<file path="src/dmsc_pkg.sv">
// Package: constants and types for the drive mode and setpoint control block
package dmsc_pkg;

  // Parameter addresses on the parameter access port
  localparam logic [15:0] DMSC_ADDR_MODE_SEL = 16'h1B00;
  localparam logic [15:0] DMSC_ADDR_STATUS   = 16'h1B02;
  localparam logic [15:0] DMSC_ADDR_JOG_REQ  = 16'h1B12;
  localparam logic [15:0] DMSC_ADDR_VEL_SP   = 16'h1B1A;
  localparam logic [15:0] DMSC_ADDR_POS_SP   = 16'h1B1C;

  // Values after reset
  localparam logic [15:0] DMSC_RST_MODE_SEL = 16'h0000;
  localparam logic [15:0] DMSC_RST_JOG_REQ  = 16'h0000;
  localparam logic [31:0] DMSC_RST_VEL_SP   = 32'h0000_0000;
  localparam logic [31:0] DMSC_RST_POS_SP   = 32'h0000_0000;

  // Operating mode selection codes
  localparam logic [15:0] DMSC_MODE_JOG = 16'hFFFF;
  localparam logic [15:0] DMSC_MODE_CSP = 16'h0008;
  localparam logic [15:0] DMSC_MODE_CSV = 16'h0009;

  // Operating state "operation enabled"
  localparam logic [3:0] DMSC_OP_ENABLED = 4'h6;

  // Field positions
  localparam int DMSC_JOG_POS_BIT  = 0;
  localparam int DMSC_JOG_NEG_BIT  = 1;
  localparam int DMSC_JOG_FAST_BIT = 2;
  localparam logic [15:0] DMSC_JOG_MASK = 16'h0007;
  localparam int DMSC_STAT_B10 = 10;
  localparam int DMSC_STAT_B12 = 12;
  localparam logic [15:0] DMSC_CTRL_MODE_BITS = 16'h0270;

  // Interpolation timing and setpoint queue depth
  localparam int DMSC_TICK_NS = 100;
  localparam int DMSC_CLK_NS  = 10;
  localparam int DMSC_TICK_CYC = (DMSC_TICK_NS / DMSC_CLK_NS < 1) ? 1 : DMSC_TICK_NS / DMSC_CLK_NS;
  localparam int DMSC_LOG2_STEPS = 4;
  localparam int DMSC_FIFO_DEPTH = 8;

  typedef enum logic [1:0] {
    DMSC_ST_IDLE,
    DMSC_ST_CSV,
    DMSC_ST_CSP,
    DMSC_ST_JOG
  } dmsc_state_type;

  typedef struct packed {
    logic        is_pos;
    logic [31:0] value;
  } dmsc_sp_word_type;

  typedef struct packed {
    logic active;
    logic dir_pos;
    logic dir_neg;
    logic fast;
  } dmsc_jog_cmd_type;

endpackage

</file>
<file path="src/dmsc_fifo.sv">
// Setpoint FIFO with valid/ready on both sides
`timescale 1ns/1ns
`default_nettype none
module dmsc_fifo #(
  parameter int WIDTH = 33,
  parameter int DEPTH = 8
) (
  // Clock, reset and flush
  input  wire logic             i_clk,
  input  wire logic             i_rst_n,
  input  wire logic             i_flush,
  // Fill side
  input  wire logic             i_in_valid,
  output logic                  o_in_ready,
  input  wire logic [WIDTH-1:0] i_in_data,
  // Drain side
  output logic                  o_out_valid,
  input  wire logic             i_out_ready,
  output logic [WIDTH-1:0]      o_out_data
);
  localparam int AW = (DEPTH > 1) ? $clog2(DEPTH) : 1;

  if (DEPTH < 2 || (DEPTH & (DEPTH - 1)) != 0) begin : g_chk
    $error("FIFO depth must be a power of two of at least 2");
  end

  logic [WIDTH-1:0] mem_r [DEPTH];
  logic [AW-1:0]    wr_ptr_r;
  logic [AW-1:0]    rd_ptr_r;
  logic [AW:0]      count_r;
  logic             push;
  logic             pop;

  assign o_in_ready  = (count_r != DEPTH[AW:0]);
  assign o_out_valid = (count_r != '0);
  assign push        = i_in_valid && o_in_ready && !i_flush;
  assign pop         = o_out_valid && i_out_ready && !i_flush;

  always_ff @(posedge i_clk) begin
    if (push) begin
      mem_r[wr_ptr_r] <= i_in_data;
    end
  end

  // Read data straight from the storage flops
  assign o_out_data = mem_r[rd_ptr_r];

  always_ff @(posedge i_clk or negedge i_rst_n) begin
    if (!i_rst_n) begin
      wr_ptr_r <= '0;
      rd_ptr_r <= '0;
      count_r  <= '0;
    end else if (i_flush) begin
      wr_ptr_r <= '0;
      rd_ptr_r <= '0;
      count_r  <= '0;
    end else begin
      if (push) begin
        wr_ptr_r <= wr_ptr_r + 1'b1;
      end
      if (pop) begin
        rd_ptr_r <= rd_ptr_r + 1'b1;
      end
      if (push && !pop) begin
        count_r <= count_r + 1'b1;
      end else if (pop && !push) begin
        count_r <= count_r - 1'b1;
      end
    end
  end
endmodule // dmsc_fifo
`default_nettype wire

</file>
<file path="src/dmsc_top.sv">
// Operating-mode logic: cyclic velocity, cyclic position and jog
//
// Contract
// - In cyclic velocity mode the drive follows per-cycle velocity setpoints, linearly interpolated between them.
// - In cyclic position mode the drive follows per-cycle position setpoints, linearly interpolated between them.
// - The master picks the mode through the mode-select parameter and the drive runs the mode taken from it.
// - Both cyclic modes begin only when the drive enters operating state 6, operation enabled.
// - The velocity setpoint is signed 32-bit, read/write, zero by default, clamped to both velocity limits before use.
// - The position setpoint is signed 32-bit, read/write, limited by the scaling range and enabled software limits.
// - Writes to the velocity setpoint, position setpoint or jog request take effect at once without a commit; the code queues setpoint writes until I_SYNC.
// - In cyclic velocity mode status bit 12 shows whether the setpoint feeds the velocity loop; bit 10 is reserved.
// - In cyclic position mode status bit 12 shows whether the setpoint feeds the position loop; bit 10 is reserved.
// - A cyclic mode ends when another mode is selected or when operating state 6 is left.
// - Jog starts as soon as jog is written to the mode select, without waiting for a state change.
// - The jog request is 16-bit, range 0 to 7: bit 0 positive, bit 1 negative, bit 2 fast speed.
// - In jog mode status bits 10 and 12 are reserved and carry nothing.
// - Jog ends when the request becomes zero, on halt or quick stop, or on a detected error.
`timescale 1ns/1ns
`default_nettype none
module dmsc_top
  import dmsc_pkg::*;
#(
  parameter int LOG2_STEPS = dmsc_pkg::DMSC_LOG2_STEPS,
  parameter int TICK_CYC   = dmsc_pkg::DMSC_TICK_CYC,
  parameter int FIFO_DEPTH = dmsc_pkg::DMSC_FIFO_DEPTH
) (
  // Clock and reset
  input  wire logic                       I_MCLK,
  input  wire logic                       I_RSTN,
  // Parameter access port
  input  wire logic                       I_WR_EN,
  input  wire logic                       I_RD_EN,
  input  wire logic [15:0]                I_ADDR,
  input  wire logic [31:0]                I_WDATA,
  output logic [31:0]                     O_RDATA,
  output logic                            O_RD_VALID,
  output logic                            O_SP_READY,
  // Master cycle and drive state
  input  wire logic                       I_SYNC,
  input  wire logic [3:0]                 I_OP_STATE,
  input  wire logic [15:0]                I_CTRL_WORD,
  input  wire logic                       I_HALT,
  input  wire logic                       I_QUICK_STOP,
  input  wire logic                       I_FAULT,
  // Limits
  input  wire logic [30:0]                I_CTRL_VMAX,
  input  wire logic [30:0]                I_RAMP_VMAX,
  input  wire logic signed [31:0]         I_POS_MIN,
  input  wire logic signed [31:0]         I_POS_MAX,
  input  wire logic                       I_SWLIM_EN,
  input  wire logic signed [31:0]         I_SWLIM_NEG,
  input  wire logic signed [31:0]         I_SWLIM_POS,
  // Commands to the control loops
  output logic [1:0]                      O_ACTIVE_MODE,
  output logic signed [31:0]              O_VEL_CMD,
  output logic                            O_VEL_CMD_VALID,
  output logic signed [31:0]              O_POS_CMD,
  output logic                            O_POS_CMD_VALID,
  output dmsc_pkg::dmsc_jog_cmd_type      O_JOG_CMD,
  output logic [15:0]                     O_STATUS_WORD,
  output logic                            O_CTRL_BITS_ERR
);
  import dmsc_pkg::*;

  localparam int STEPS = 2 ** LOG2_STEPS;
  localparam int TW    = (TICK_CYC > 1) ? $clog2(TICK_CYC) : 1;

  if (LOG2_STEPS < 1 || LOG2_STEPS > 8 || TICK_CYC < 1) begin : g_chk
    $error("LOG2_STEPS must be 1..8 and TICK_CYC at least 1");
  end

  // Parameters held by the block
  logic [15:0]     mode_sel_r;
  logic [15:0]     jog_req_r;
  logic [31:0]     vel_sp_r;
  logic [31:0]     pos_sp_r;
  dmsc_state_type  state_r;
  dmsc_state_type  state_nxt;
  logic            op_en_d_r;
  logic            op_entry;
  logic            op_en;
  logic            jog_stop_r;

  // FIFO
  dmsc_sp_word_type fifo_in;
  dmsc_sp_word_type fifo_out;
  logic             fifo_in_valid;
  logic             fifo_in_ready;
  logic             fifo_out_valid;
  logic             fifo_out_ready;
  logic             fifo_flush;

  // Interpolator
  logic [TW-1:0]        tick_cnt_r;
  logic                 tick;
  logic [7:0]           step_cnt_r;
  logic                 interp_run_r;
  logic                 have_sp_r;
  logic signed [31:0]   interp_r;
  logic signed [31:0]   target_r;
  logic signed [31:0]   inc_r;
  logic signed [31:0]   clamped;
  logic signed [32:0]   delta;
  logic signed [32:0]   vlim;
  logic signed [31:0]   pmin;
  logic signed [31:0]   pmax;
  logic                 sp_match;
  logic                 take;

  assign op_en    = (I_OP_STATE == DMSC_OP_ENABLED);
  assign op_entry = op_en && !op_en_d_r;

  always_ff @(posedge I_MCLK or negedge I_RSTN) begin
    if (!I_RSTN) begin
      mode_sel_r <= DMSC_RST_MODE_SEL;
      jog_req_r  <= DMSC_RST_JOG_REQ;
      vel_sp_r   <= DMSC_RST_VEL_SP;
      pos_sp_r   <= DMSC_RST_POS_SP;
    end else if (I_WR_EN) begin
      if (I_ADDR == DMSC_ADDR_MODE_SEL) begin
        mode_sel_r <= I_WDATA[15:0];
      end else if (I_ADDR == DMSC_ADDR_JOG_REQ) begin
        jog_req_r <= I_WDATA[15:0] & DMSC_JOG_MASK;
      end else if (I_ADDR == DMSC_ADDR_VEL_SP) begin
        vel_sp_r <= I_WDATA;
      end else if (I_ADDR == DMSC_ADDR_POS_SP) begin
        pos_sp_r <= I_WDATA;
      end
    end
  end

  // Setpoint writes also queue for the next master cycle
  assign fifo_in.is_pos = (I_ADDR == DMSC_ADDR_POS_SP);
  assign fifo_in.value  = I_WDATA;
  assign fifo_in_valid  = I_WR_EN && ((I_ADDR == DMSC_ADDR_VEL_SP) || (I_ADDR == DMSC_ADDR_POS_SP));
  // Stale setpoints are dropped when no cyclic mode runs
  assign fifo_flush     = (state_r != DMSC_ST_CSV) && (state_r != DMSC_ST_CSP);
  assign fifo_out_ready = I_SYNC;

  dmsc_fifo #(
    .WIDTH($bits(dmsc_sp_word_type)),
    .DEPTH(FIFO_DEPTH)
  ) u_fifo (
    .i_clk      (I_MCLK),
    .i_rst_n    (I_RSTN),
    .i_flush    (fifo_flush),
    .i_in_valid (fifo_in_valid),
    .o_in_ready (fifo_in_ready),
    .i_in_data  (fifo_in),
    .o_out_valid(fifo_out_valid),
    .i_out_ready(fifo_out_ready),
    .o_out_data (fifo_out)
  );

  always_ff @(posedge I_MCLK or negedge I_RSTN) begin
    if (!I_RSTN) begin
      op_en_d_r <= 1'b0;
    end else begin
      op_en_d_r <= op_en;
    end
  end

  // halt, quick stop or error holds jog off until request clears
  always_ff @(posedge I_MCLK or negedge I_RSTN) begin
    if (!I_RSTN) begin
      jog_stop_r <= 1'b0;
    end else if (I_HALT || I_QUICK_STOP || I_FAULT) begin
      jog_stop_r <= 1'b1;
    end else if (jog_req_r == 16'h0000) begin
      jog_stop_r <= 1'b0;
    end
  end

  // Mode sequencing
  always_comb begin
    state_nxt = state_r;
    case (state_r)
      DMSC_ST_IDLE: begin
        // jog starts on the mode write
        if (mode_sel_r == DMSC_MODE_JOG) begin
          state_nxt = DMSC_ST_JOG;
        // cyclic modes start on entry to state 6
        end else if (op_entry && mode_sel_r == DMSC_MODE_CSV) begin
          state_nxt = DMSC_ST_CSV;
        end else if (op_entry && mode_sel_r == DMSC_MODE_CSP) begin
          state_nxt = DMSC_ST_CSP;
        end
      end
      // cyclic modes end on mode change or leaving state 6
      DMSC_ST_CSV: begin
        if (mode_sel_r != DMSC_MODE_CSV || !op_en) begin
          state_nxt = DMSC_ST_IDLE;
        end
      end
      DMSC_ST_CSP: begin
        if (mode_sel_r != DMSC_MODE_CSP || !op_en) begin
          state_nxt = DMSC_ST_IDLE;
        end
      end
      DMSC_ST_JOG: begin
        if (mode_sel_r != DMSC_MODE_JOG) begin
          state_nxt = DMSC_ST_IDLE;
        end
      end
      default: begin
        state_nxt = DMSC_ST_IDLE;
      end
    endcase
  end

  // mode taken from the select parameter
  always_ff @(posedge I_MCLK or negedge I_RSTN) begin
    if (!I_RSTN) begin
      state_r <= DMSC_ST_IDLE;
    end else begin
      state_r <= state_nxt;
    end
  end

  // clamp to the smaller velocity limit
  assign vlim = (I_CTRL_VMAX < I_RAMP_VMAX) ? {2'b00, I_CTRL_VMAX} : {2'b00, I_RAMP_VMAX};
  // scaling range narrowed by enabled software limits
  assign pmin = (I_SWLIM_EN && I_SWLIM_NEG > I_POS_MIN) ? I_SWLIM_NEG : I_POS_MIN;
  assign pmax = (I_SWLIM_EN && I_SWLIM_POS < I_POS_MAX) ? I_SWLIM_POS : I_POS_MAX;

  always_comb begin
    clamped = $signed(fifo_out.value);
    if (fifo_out.is_pos) begin
      if ($signed(fifo_out.value) > pmax) begin
        clamped = pmax;
      end else if ($signed(fifo_out.value) < pmin) begin
        clamped = pmin;
      end
    end else begin
      if ($signed({fifo_out.value[31], fifo_out.value}) > vlim) begin
        clamped = vlim[31:0];
      end else if ($signed({fifo_out.value[31], fifo_out.value}) < -vlim) begin
        clamped = 32'(-vlim);
      end
    end
  end

  // Interpolation tick divider
  assign tick = (tick_cnt_r == TW'(TICK_CYC - 1));
  always_ff @(posedge I_MCLK or negedge I_RSTN) begin
    if (!I_RSTN) begin
      tick_cnt_r <= '0;
    end else if (tick || I_SYNC) begin
      tick_cnt_r <= '0;
    end else begin
      tick_cnt_r <= tick_cnt_r + 1'b1;
    end
  end

  // A setpoint of the other kind is ignored
  assign sp_match = (fifo_out.is_pos == (state_r == DMSC_ST_CSP));
  assign take     = I_SYNC && fifo_out_valid && sp_match
                    && (state_r == DMSC_ST_CSV || state_r == DMSC_ST_CSP);
  assign delta    = {clamped[31], clamped} - {interp_r[31], interp_r};

  // linear interpolation in STEPS steps, one per tick, toward each taken setpoint after the first
  always_ff @(posedge I_MCLK or negedge I_RSTN) begin
    if (!I_RSTN) begin
      interp_r     <= 32'sh0000_0000;
      target_r     <= 32'sh0000_0000;
      inc_r        <= 32'sh0000_0000;
      step_cnt_r   <= 8'h00;
      interp_run_r <= 1'b0;
      have_sp_r    <= 1'b0;
    end else if (fifo_flush) begin
      interp_run_r <= 1'b0;
      have_sp_r    <= 1'b0;
    end else if (take) begin
      target_r   <= clamped;
      step_cnt_r <= 8'h00;
      have_sp_r  <= 1'b1;
      if (!have_sp_r) begin
        // First setpoint of a mode is applied directly
        interp_r     <= clamped;
        interp_run_r <= 1'b0;
      end else begin
        inc_r        <= 32'(delta >>> LOG2_STEPS);
        interp_run_r <= 1'b1;
      end
    end else if (interp_run_r && tick) begin
      if (step_cnt_r == 8'(STEPS - 1)) begin
        interp_r     <= target_r;
        interp_run_r <= 1'b0;
      end else begin
        interp_r   <= interp_r + inc_r;
        step_cnt_r <= step_cnt_r + 1'b1;
      end
    end
  end

  // Loop commands and status
  always_ff @(posedge I_MCLK or negedge I_RSTN) begin
    if (!I_RSTN) begin
      O_ACTIVE_MODE   <= 2'h0;
      O_VEL_CMD       <= 32'sh0000_0000;
      O_VEL_CMD_VALID <= 1'b0;
      O_POS_CMD       <= 32'sh0000_0000;
      O_POS_CMD_VALID <= 1'b0;
      O_STATUS_WORD   <= 16'h0000;
      O_SP_READY      <= 1'b0;
      O_CTRL_BITS_ERR <= 1'b0;
    end else begin
      O_ACTIVE_MODE   <= state_r;
      O_SP_READY      <= fifo_in_ready;
      O_VEL_CMD       <= (state_r == DMSC_ST_CSV) ? interp_r : 32'sh0000_0000;
      O_VEL_CMD_VALID <= (state_r == DMSC_ST_CSV) && have_sp_r;
      O_POS_CMD       <= (state_r == DMSC_ST_CSP) ? interp_r : 32'sh0000_0000;
      O_POS_CMD_VALID <= (state_r == DMSC_ST_CSP) && have_sp_r;
      O_STATUS_WORD   <= 16'h0000;
      // bit 12 shows setpoint in use, bit 10 reserved
      O_STATUS_WORD[DMSC_STAT_B12] <= (state_r == DMSC_ST_CSV || state_r == DMSC_ST_CSP) && have_sp_r;
      // flag master setting reserved control bits while a mode is active (not in idle)
      O_CTRL_BITS_ERR <= (state_r != DMSC_ST_IDLE) && ((I_CTRL_WORD & DMSC_CTRL_MODE_BITS) != 16'h0000);
    end
  end

  // Jog commands
  always_ff @(posedge I_MCLK or negedge I_RSTN) begin
    if (!I_RSTN) begin
      O_JOG_CMD <= '0;
    end else begin
      O_JOG_CMD <= '0;
      // stop on zero request, halt, quick stop or error
      if (state_r == DMSC_ST_JOG && !jog_stop_r && !I_HALT && !I_QUICK_STOP && !I_FAULT) begin
        // bit 0 positive, bit 1 negative, bit 2 fast
        if (jog_req_r[DMSC_JOG_POS_BIT] ^ jog_req_r[DMSC_JOG_NEG_BIT]) begin
          O_JOG_CMD.active  <= 1'b1;
          O_JOG_CMD.dir_pos <= jog_req_r[DMSC_JOG_POS_BIT];
          O_JOG_CMD.dir_neg <= jog_req_r[DMSC_JOG_NEG_BIT];
          O_JOG_CMD.fast    <= jog_req_r[DMSC_JOG_FAST_BIT];
        end
      end
    end
  end

  // Parameter reads, unmapped addresses read zero
  always_ff @(posedge I_MCLK or negedge I_RSTN) begin
    if (!I_RSTN) begin
      O_RDATA    <= 32'h0000_0000;
      O_RD_VALID <= 1'b0;
    end else begin
      O_RD_VALID <= I_RD_EN;
      if (!I_RD_EN) begin
        O_RDATA <= 32'h0000_0000;
      end else if (I_ADDR == DMSC_ADDR_MODE_SEL) begin
        O_RDATA <= {16'h0000, mode_sel_r};
      end else if (I_ADDR == DMSC_ADDR_STATUS) begin
        O_RDATA <= {16'h0000, O_STATUS_WORD};
      end else if (I_ADDR == DMSC_ADDR_JOG_REQ) begin
        O_RDATA <= {16'h0000, jog_req_r};
      end else if (I_ADDR == DMSC_ADDR_VEL_SP) begin
        O_RDATA <= vel_sp_r;
      end else if (I_ADDR == DMSC_ADDR_POS_SP) begin
        O_RDATA <= pos_sp_r;
      end else begin
        O_RDATA <= 32'h0000_0000;
      end
    end
  end
endmodule // dmsc_top
`default_nettype wire

</file>
<file path="config.mk">
export PLATFORM = sky130hd
export DESIGN_NAME = dmsc_top
export DESIGN_NICKNAME = d
export VERILOG_FILES = /design/src/dmsc_pkg.sv /design/src/dmsc_fifo.sv /design/src/dmsc_top.sv
export SDC_FILE = /design/constraint.sdc
export NUM_CORES = 1
export LEC_CHECK = 0
export ABC_CLOCK_PERIOD_IN_PS = 11100
export BUFFER_PORTS_ARGS = -buffer_cell sky130_fd_sc_hd__clkbuf_2
export CELL_PAD_IN_SITES_DETAIL_PLACEMENT = 0
export CELL_PAD_IN_SITES_GLOBAL_PLACEMENT = 1
export CORE_AREA = 2 2 268 270
export CTS_BUF_LIST = sky130_fd_sc_hd__clkbuf_4 sky130_fd_sc_hd__clkbuf_8
export CTS_CLUSTER_SIZE = 30
export DETAILED_ROUTE_END_ITERATION = 8
export DIE_AREA = 0 0 270 272
export GPL_TIMING_DRIVEN = 1
export PLACE_DENSITY = 0.82
export SYNTH_ARGS = -nofsm -noshare
export SYNTH_HDL_FRONTEND = slang
export SYNTH_SLANG_ARGS = --single-unit
</file>
<file path="constraint.sdc">
create_clock -name I_MCLK -period 11.1 [get_ports I_MCLK]
set_input_delay 1.11 -clock I_MCLK [delete_from_list [all_inputs] [get_ports I_MCLK]]
set_output_delay 1.11 -clock I_MCLK [all_outputs]
set_load 0.02 [all_outputs]
</file>
# Yosys cells after proc, flatten, opt, wreduce, memory -nomap -nowiden
# Memory sizes are Yosys's and may differ from the RTL's.
# Cells that the tools add are included.
# op_classes
n_addsub,9
order_cmp,7
n_eq_ne,27
n_mux,51
bitwise,5
reduce_logical,63
# ops
cell,n
two-way mux 32 bit,19
greater-than comparator 32 bit,3
== test 16 x 13 -> 1 bit (second input constant),5
less-than comparator 32 bit,2
less-than comparator 32 x 33 -> 1 bit,1
negation 31 -> 33 bit,1
subtractor 32 x 32 -> 33 bit,1
adder 32 x 29 -> 32 bit,1
== test 16 x 4 -> 1 bit (second input constant),2
!= test 16 x 4 -> 1 bit (second input constant),2
less-than comparator 31 bit,1
two-way mux 31 bit,1
logical AND 1 bit,24
two-way mux 4 bit,6
two-way mux 8 bit,3
== test 16 bit (second input constant),1
logical NOT 16 bit,1
!= test 16 bit (second input constant),1
nonzero test 16 bit,1
two-way mux 2 bit,6
two-way mux 3 bit,4
!= test 2 bit (second input constant),6
AND reduction 3 bit,4
nonzero test 2 bit,6
24 further kinds,60
# totals
register_bits,312
mem_bits_rw,264
n_memories,1
# mem_list
name,words,width,read_ports,rd_ports_with_merged_regs,write_ports,line,source
u_fifo.mem_r,8,33,1,0,1,dmsc_fifo.sv:27,logic [WIDTH-1:0] mem_r [DEPTH];

# Depth between registers and ports, before layout
# logic_depth
ltp_word,10
mapped_depth,45
mapped_depth_nobuf,38

# By module
# From an unflattened synthesis, not the netlist that was laid out.
# hier_totals
hier_cells,3191
hier_area_um2,34399.2
# modules_own_cells
mod,instances,cells_per_inst,area_each_um2,seq_area_each_um2
dmsc_top,1,2727,23648.9,7557.2
dmsc_fifo,1,464,10750.3,8177.8

# Worst setup path after synthesis
# Ideal clock, no wire load.
# synth_path
kind,input to register
from,input I_RAMP_VMAX[18]
to,"register, netlist name inc_r[28]"
setup_time_ns,0.065
arrival_ns,9.746
required_ns,11.035
path_slack_ns,1.289
stages,45
cell_sequence,inv_1 > ha_1 > a21oi_1 > o21ai_0 > a22oi_1 > o211ai_1 > nor3_1 > buf_2 > buf_2 > buf_2 > buf_4 > buf_2 > mux2i_1 > ha_1 > and4_1 > clkbuf_1 > nand4_1 > xnor2_1 > [... 9 more ...] > nand2_1 > mux2i_1 > a221oi_1 > a21oi_1 > ha_1 > a21o_1 > a21o_1 > a21oi_1 > o21ai_0 > a211oi_1 > nor2_1 > o41ai_1 > o21ai_0 > a21o_1 > o21ai_2 > o22ai_1 > nor4b_1 > o22a_1
# synth_via
elab_chain_len,8
word_cells_on_any_way,9
cone_classes,add/sub (2); order compare (3); mux (4)
# synth_rtl
item,line,source
"start, declared",dmsc_top.sv:47,"input wire logic [30:0] I_RAMP_VMAX,"
less-than comparator 31 bit,dmsc_top.sv:221,"assign vlim = (I_CTRL_VMAX < I_RAMP_VMAX) ? {2'b00, I_CTRL_VMAX} : {2'b00, I_RAMP_VMAX};"
two-way mux 31 bit (*),dmsc_top.sv:221,
negation 31 -> 33 bit,dmsc_top.sv:238,clamped = 32'(-vlim);
less-than comparator 32 x 33 -> 1 bit,dmsc_top.sv:237,"end else if ($signed({fifo_out.value[31], fifo_out.value}) < -vlim) begin"
two-way mux 32 bit,dmsc_top.sv:237,
two-way mux 32 bit (*),dmsc_top.sv:235,"if ($signed({fifo_out.value[31], fifo_out.value}) > vlim) begin"
two-way mux 32 bit (*),dmsc_top.sv:228,if (fifo_out.is_pos) begin
named net clamped[16],dmsc_top.sv:102,logic signed [31:0] clamped;
subtractor 32 x 32 -> 33 bit (*),dmsc_top.sv:259,"assign delta = {clamped[31], clamped} - {interp_r[31], interp_r};"
# The timed path passes the listed nets; every way through them passes the cells marked *.
# A chain may end at the register's enable or synchronous reset.

# Worst setup path in the final report
# layout_path
from,input I_RAMP_VMAX[18]
to,"register, netlist name inc_r[28]"
# layout_via
elab_chain_len,8
word_cells_on_any_way,9
cone_classes,add/sub (2); order compare (3); mux (4)
# layout_rtl
item,line
less-than comparator 31 bit,dmsc_top.sv:221
two-way mux 31 bit (*),dmsc_top.sv:221
negation 31 -> 33 bit,dmsc_top.sv:238
less-than comparator 32 x 33 -> 1 bit,dmsc_top.sv:237
two-way mux 32 bit,dmsc_top.sv:237
two-way mux 32 bit (*),dmsc_top.sv:235
two-way mux 32 bit (*),dmsc_top.sv:228
named net clamped[16],dmsc_top.sv:102
subtractor 32 x 32 -> 33 bit (*),dmsc_top.sv:259
# Marks and branches as above.

==> flow_metrics.tcl <==
set metrics [dict create \
    p_seq_share_pct 33.0 \
    critPathMostFrequentCell "o21ai_0" \
    ys_seq_elements 576 \
    fin_crit_sh_pct 89.3 \
    ctsResizeCount 0 \
    fin_nets 4108 \
    dieArea_mm2 0.0734 \
    cp_top_family "compound AO/OA/AOI/OAI gates" \
    syn_area_mm2 0.0343 \
    drc_errors 0 \
    grt_max_degree 158 \
    rsz0062_at_grt "false" \
    die_y_um 272 \
    io_buffer_count 362 \
    worstPathMaxFanout 64 \
    hold_class "input pin to async pin" \
    power_density_mw_per_mm2 193 \
    synthCells 3150 \
    clk_latency_ns 0.70 \
    hold-worst-slack_ns 0.382 \
    relSlewSlack_pct 27.2 \
    endpoint_kind "flop" \
    p_int_uw 4640 \
    postCtsHoldBufs 0 \
    rows 98 \
    clockBufferDepth 3 \
    hold_violations 0 \
    wl_per_cell_um 21.6 \
    die_w_um 270 \
    h-tree-depth 3 \
    cp_num_buf_inv 4 \
    grt_pass1_vias 25600 \
    synth_edf_count 264 \
    regArea_mm2 0.0157 \
    avgSynthCellArea_um2 10.9 \
    finalClockSkew_ns 0.0347 \
    viasPerCell 5.74 \
    start_util_pct 48.4 \
    cp_slowest_cell "buf_4" \
    synth.distinct_cells 88 \
    clock-sinks 576 \
    tns_ns 0 \
    drive_above_1_share_pct 22.0 \
    grt_usage_pct 26.7 \
    p_clk_share_pct 25.1 \
    drv_cap 0 \
    max_stage_delay_ns 0.68 \
    combinationalPowerShare_pct 41.9 \
    dr.pass1.iters 6 \
    p_leak_uw 0.0176 \
    yosysSeqAreaShare_pct 45.9 \
    num_vias 26200 \
    dp_cells 4399 \
    sw_frac_of_total_pct 38.7 \
    ys_warn_count 0 \
    layout.cells.non_filler 4569 \
    post_cts_buffers 0 \
    tightest_slew_ns 1.09 \
    p_sw_uw 2930 \
    ant_nets 0 \
    timing.fmax_mhz 101 \
    antenna_found_initial 4 \
    synthArstFlopShare_pct 54.2 \
    gp_congestion 0.962 \
    wirelength_mm 98.6 \
    cts_root_buffer "clkbuf_8" \
    core_area_mm2 0.0708 \
    outcome "finished, final reports clean" \
    io_pins 390 \
    required_ns 11.73 \
    grt_pass1_wl_mm 151 \
    grt_remaining_overflow 0 \
    slew_violations 0 \
    period_needed_ns 9.91 \
    path_class "input pin to flop" \
    hpwl_mm 73.4 \
    final.fill_count 6161 \
    cp-start-kind "input pin" \
    numCtsBuffers 91 \
    multi_input_area_mm2 0.0174 \
    clkTransAtPathRegs_ns 0.07 \
    arrival_ns 10.54 \
    ys.flop_type "dfrtp_1" \
    syn2layout_area_growth_pct 14.7 \
    ir_drop_uv 119 \
    first_iter_violations 2021 \
    cts_tree "built" \
    setup_viol 0 \
]
==> through the flow <==
stage | util, % | setup slack, ns | instance area [um2] | total power, uW
after floorplan | - | 1.29 | 34300 | 4640
after global placement | 52.8 | 0.732 | 37400 | 5650
after detailed placement | 52.8 | 0.768 | 37400 | 5670
after CTS | 55.5 | 1.42 | 39300 | 7600
after global routing | 55.6 | 0.453 | 39300 | 8030
final | 55.6 | 1.19 | 39300 | 7580
==> logic make-up after synthesis <==
| group | after synthesis | share of synthesized area, % |
|---|---|---|
| buffers and inverters | 339 | 3.96 |
| XOR/XNOR | 90 | 2.30 |
| AO/OA/AOI/OAI | 701 | 13.4 |
| other | 1 | 0.0109 |
| adder cells (fa/ha/maj) | 299 | 11.0 |
| flip-flops | 576 | 45.9 |
| AND/OR/NAND/NOR | 855 | 12.2 |
| multiplexers | 289 | 11.3 |
==> registers in the layout (all words and copies together) (netlist names), 3 cells and up <==
signal           cells
interp_r            32
pos_sp_r            32
u_fifo.rd_ptr_r      3
u_fifo.count_r       4
target_r            32
O_VEL_CMD           32
inc_r               29
O_RDATA             32
mode_sel_r          16
tick_cnt_r           4
O_JOG_CMD            4
u_fifo.mem_r       264
u_fifo.wr_ptr_r      3
O_POS_CMD           32
vel_sp_r            32
jog_req_r            3
step_cnt_r           8
==> synth_stat cells, drive strengths merged (9+ instances only) <==
| cell | number | area, um2 |
|---|---|---|
| dfrtp | 312 | 7810 |
| o31ai | 19 | 156 |
| nand3 | 58 | 290 |
| nor3 | 45 | 230 |
| mux2i | 110 | 1100 |
| buf | 52 | 279 |
| nor2 | 253 | 950 |
| inv | 205 | 769 |
| xnor2 | 56 | 490 |
| nand4 | 53 | 338 |
| o22ai | 15 | 100 |
| a221o | 21 | 210 |
| mux2 | 113 | 1270 |
| o21bai | 9 | 67.6 |
| a21o | 38 | 285 |
| xor2 | 34 | 298 |
| and2 | 89 | 557 |
| o211ai | 31 | 238 |
| or4 | 9 | 71.3 |
| a211oi | 33 | 248 |
| a21oi | 195 | 980 |
| mux4 | 66 | 1490 |
| clkbuf | 82 | 308 |
| a31oi | 30 | 194 |
| nor4 | 23 | 144 |
| nand2b | 23 | 144 |
| nor2b | 31 | 194 |
| edfxtp | 264 | 7930 |
| o221ai | 9 | 78.8 |
| a22oi | 32 | 240 |
| o21a | 28 | 210 |
| nand2 | 207 | 777 |
| o21ai | 159 | 800 |
| and3 | 17 | 106 |
| ha | 297 | 3720 |
==> final cells by class <==
type | count | share of cell area, %
clock buffer | 131 | 4.13
clock inverter | 37 | 0.834
antenna | 2 | 0.0127
multi-input combinational | 2249 | 44.2
tap | 950 | 3.02
inverter | 205 | 1.96
sequential | 576 | 40.0
timing repair buffer | 419 | 5.79
==> metal layers <==
layer	vias up	track usage, %	routed length, um
met5	-	0	35
met4	6	8.98	3120
met3	167	5.34	6980
met2	895	43.1	45700
met1	12700	36.1	42800
li1	12500	-	-
==> worst paths after layout <==
kind	startpoint	to	slack, ns	depth (start not counted)
setup / recovery	I_RAMP_VMAX[18]	inc_r[28]	1.19	38
hold / removal	I_RSTN	O_POS_CMD[11]	0.38	1
setup reg to reg	u_fifo.rd_ptr_r[0]	inc_r[28]	2.31	27
hold reg to reg	state_r[0]	O_ACTIVE_MODE[0]	0.47	0
max in group asynchronous	I_RSTN	pos_sp_r[26]	8.45	3
min in group I_MCLK	state_r[0]	O_ACTIVE_MODE[0]	0.47	0
==> power by group through the flow <==
stage	clock [uW]	sequential, uW	combinational, uW
final	1900	2500	3170
after global routing	2040	2530	3470
after CTS	1950	2510	3140
after detailed placement	0	2550	3130
after global placement	0	2540	3100
after floorplan	0	2530	2110
==> cells in the final DEF (no fill, tap or decap), types with 30 or more instances in the layout <==
| master | netlist | routed |
|---|---|---|
| a211oi_1 | 33 | 33 |
| a21o_1 | 38 | 38 |
| a21oi_1 | 194 | 193 |
| a22oi_1 | 32 | 32 |
| and2_1 | 88 | 87 |
| buf_4 | 18 | 55 |
| clkbuf_2 | 0 | 361 |
| clkbuf_8 | 0 | 102 |
| dfrtp_1 | 312 | 309 |
| edfxtp_1 | 264 | 264 |
| ha_1 | 297 | 297 |
| inv_1 | 205 | 205 |
| mux2_2 | 113 | 113 |
| mux2i_1 | 110 | 108 |
| mux4_2 | 66 | 66 |
| nand2_1 | 207 | 205 |
| nand3_1 | 58 | 58 |
| nand4_1 | 52 | 52 |
| nor2_1 | 253 | 248 |
| nor2b_1 | 31 | 31 |
| nor3_1 | 44 | 40 |
| o211ai_1 | 30 | 30 |
| o21ai_0 | 153 | 153 |
| xnor2_1 | 56 | 56 |
| xor2_1 | 34 | 34 |
(Power assumes the default switching activity.)
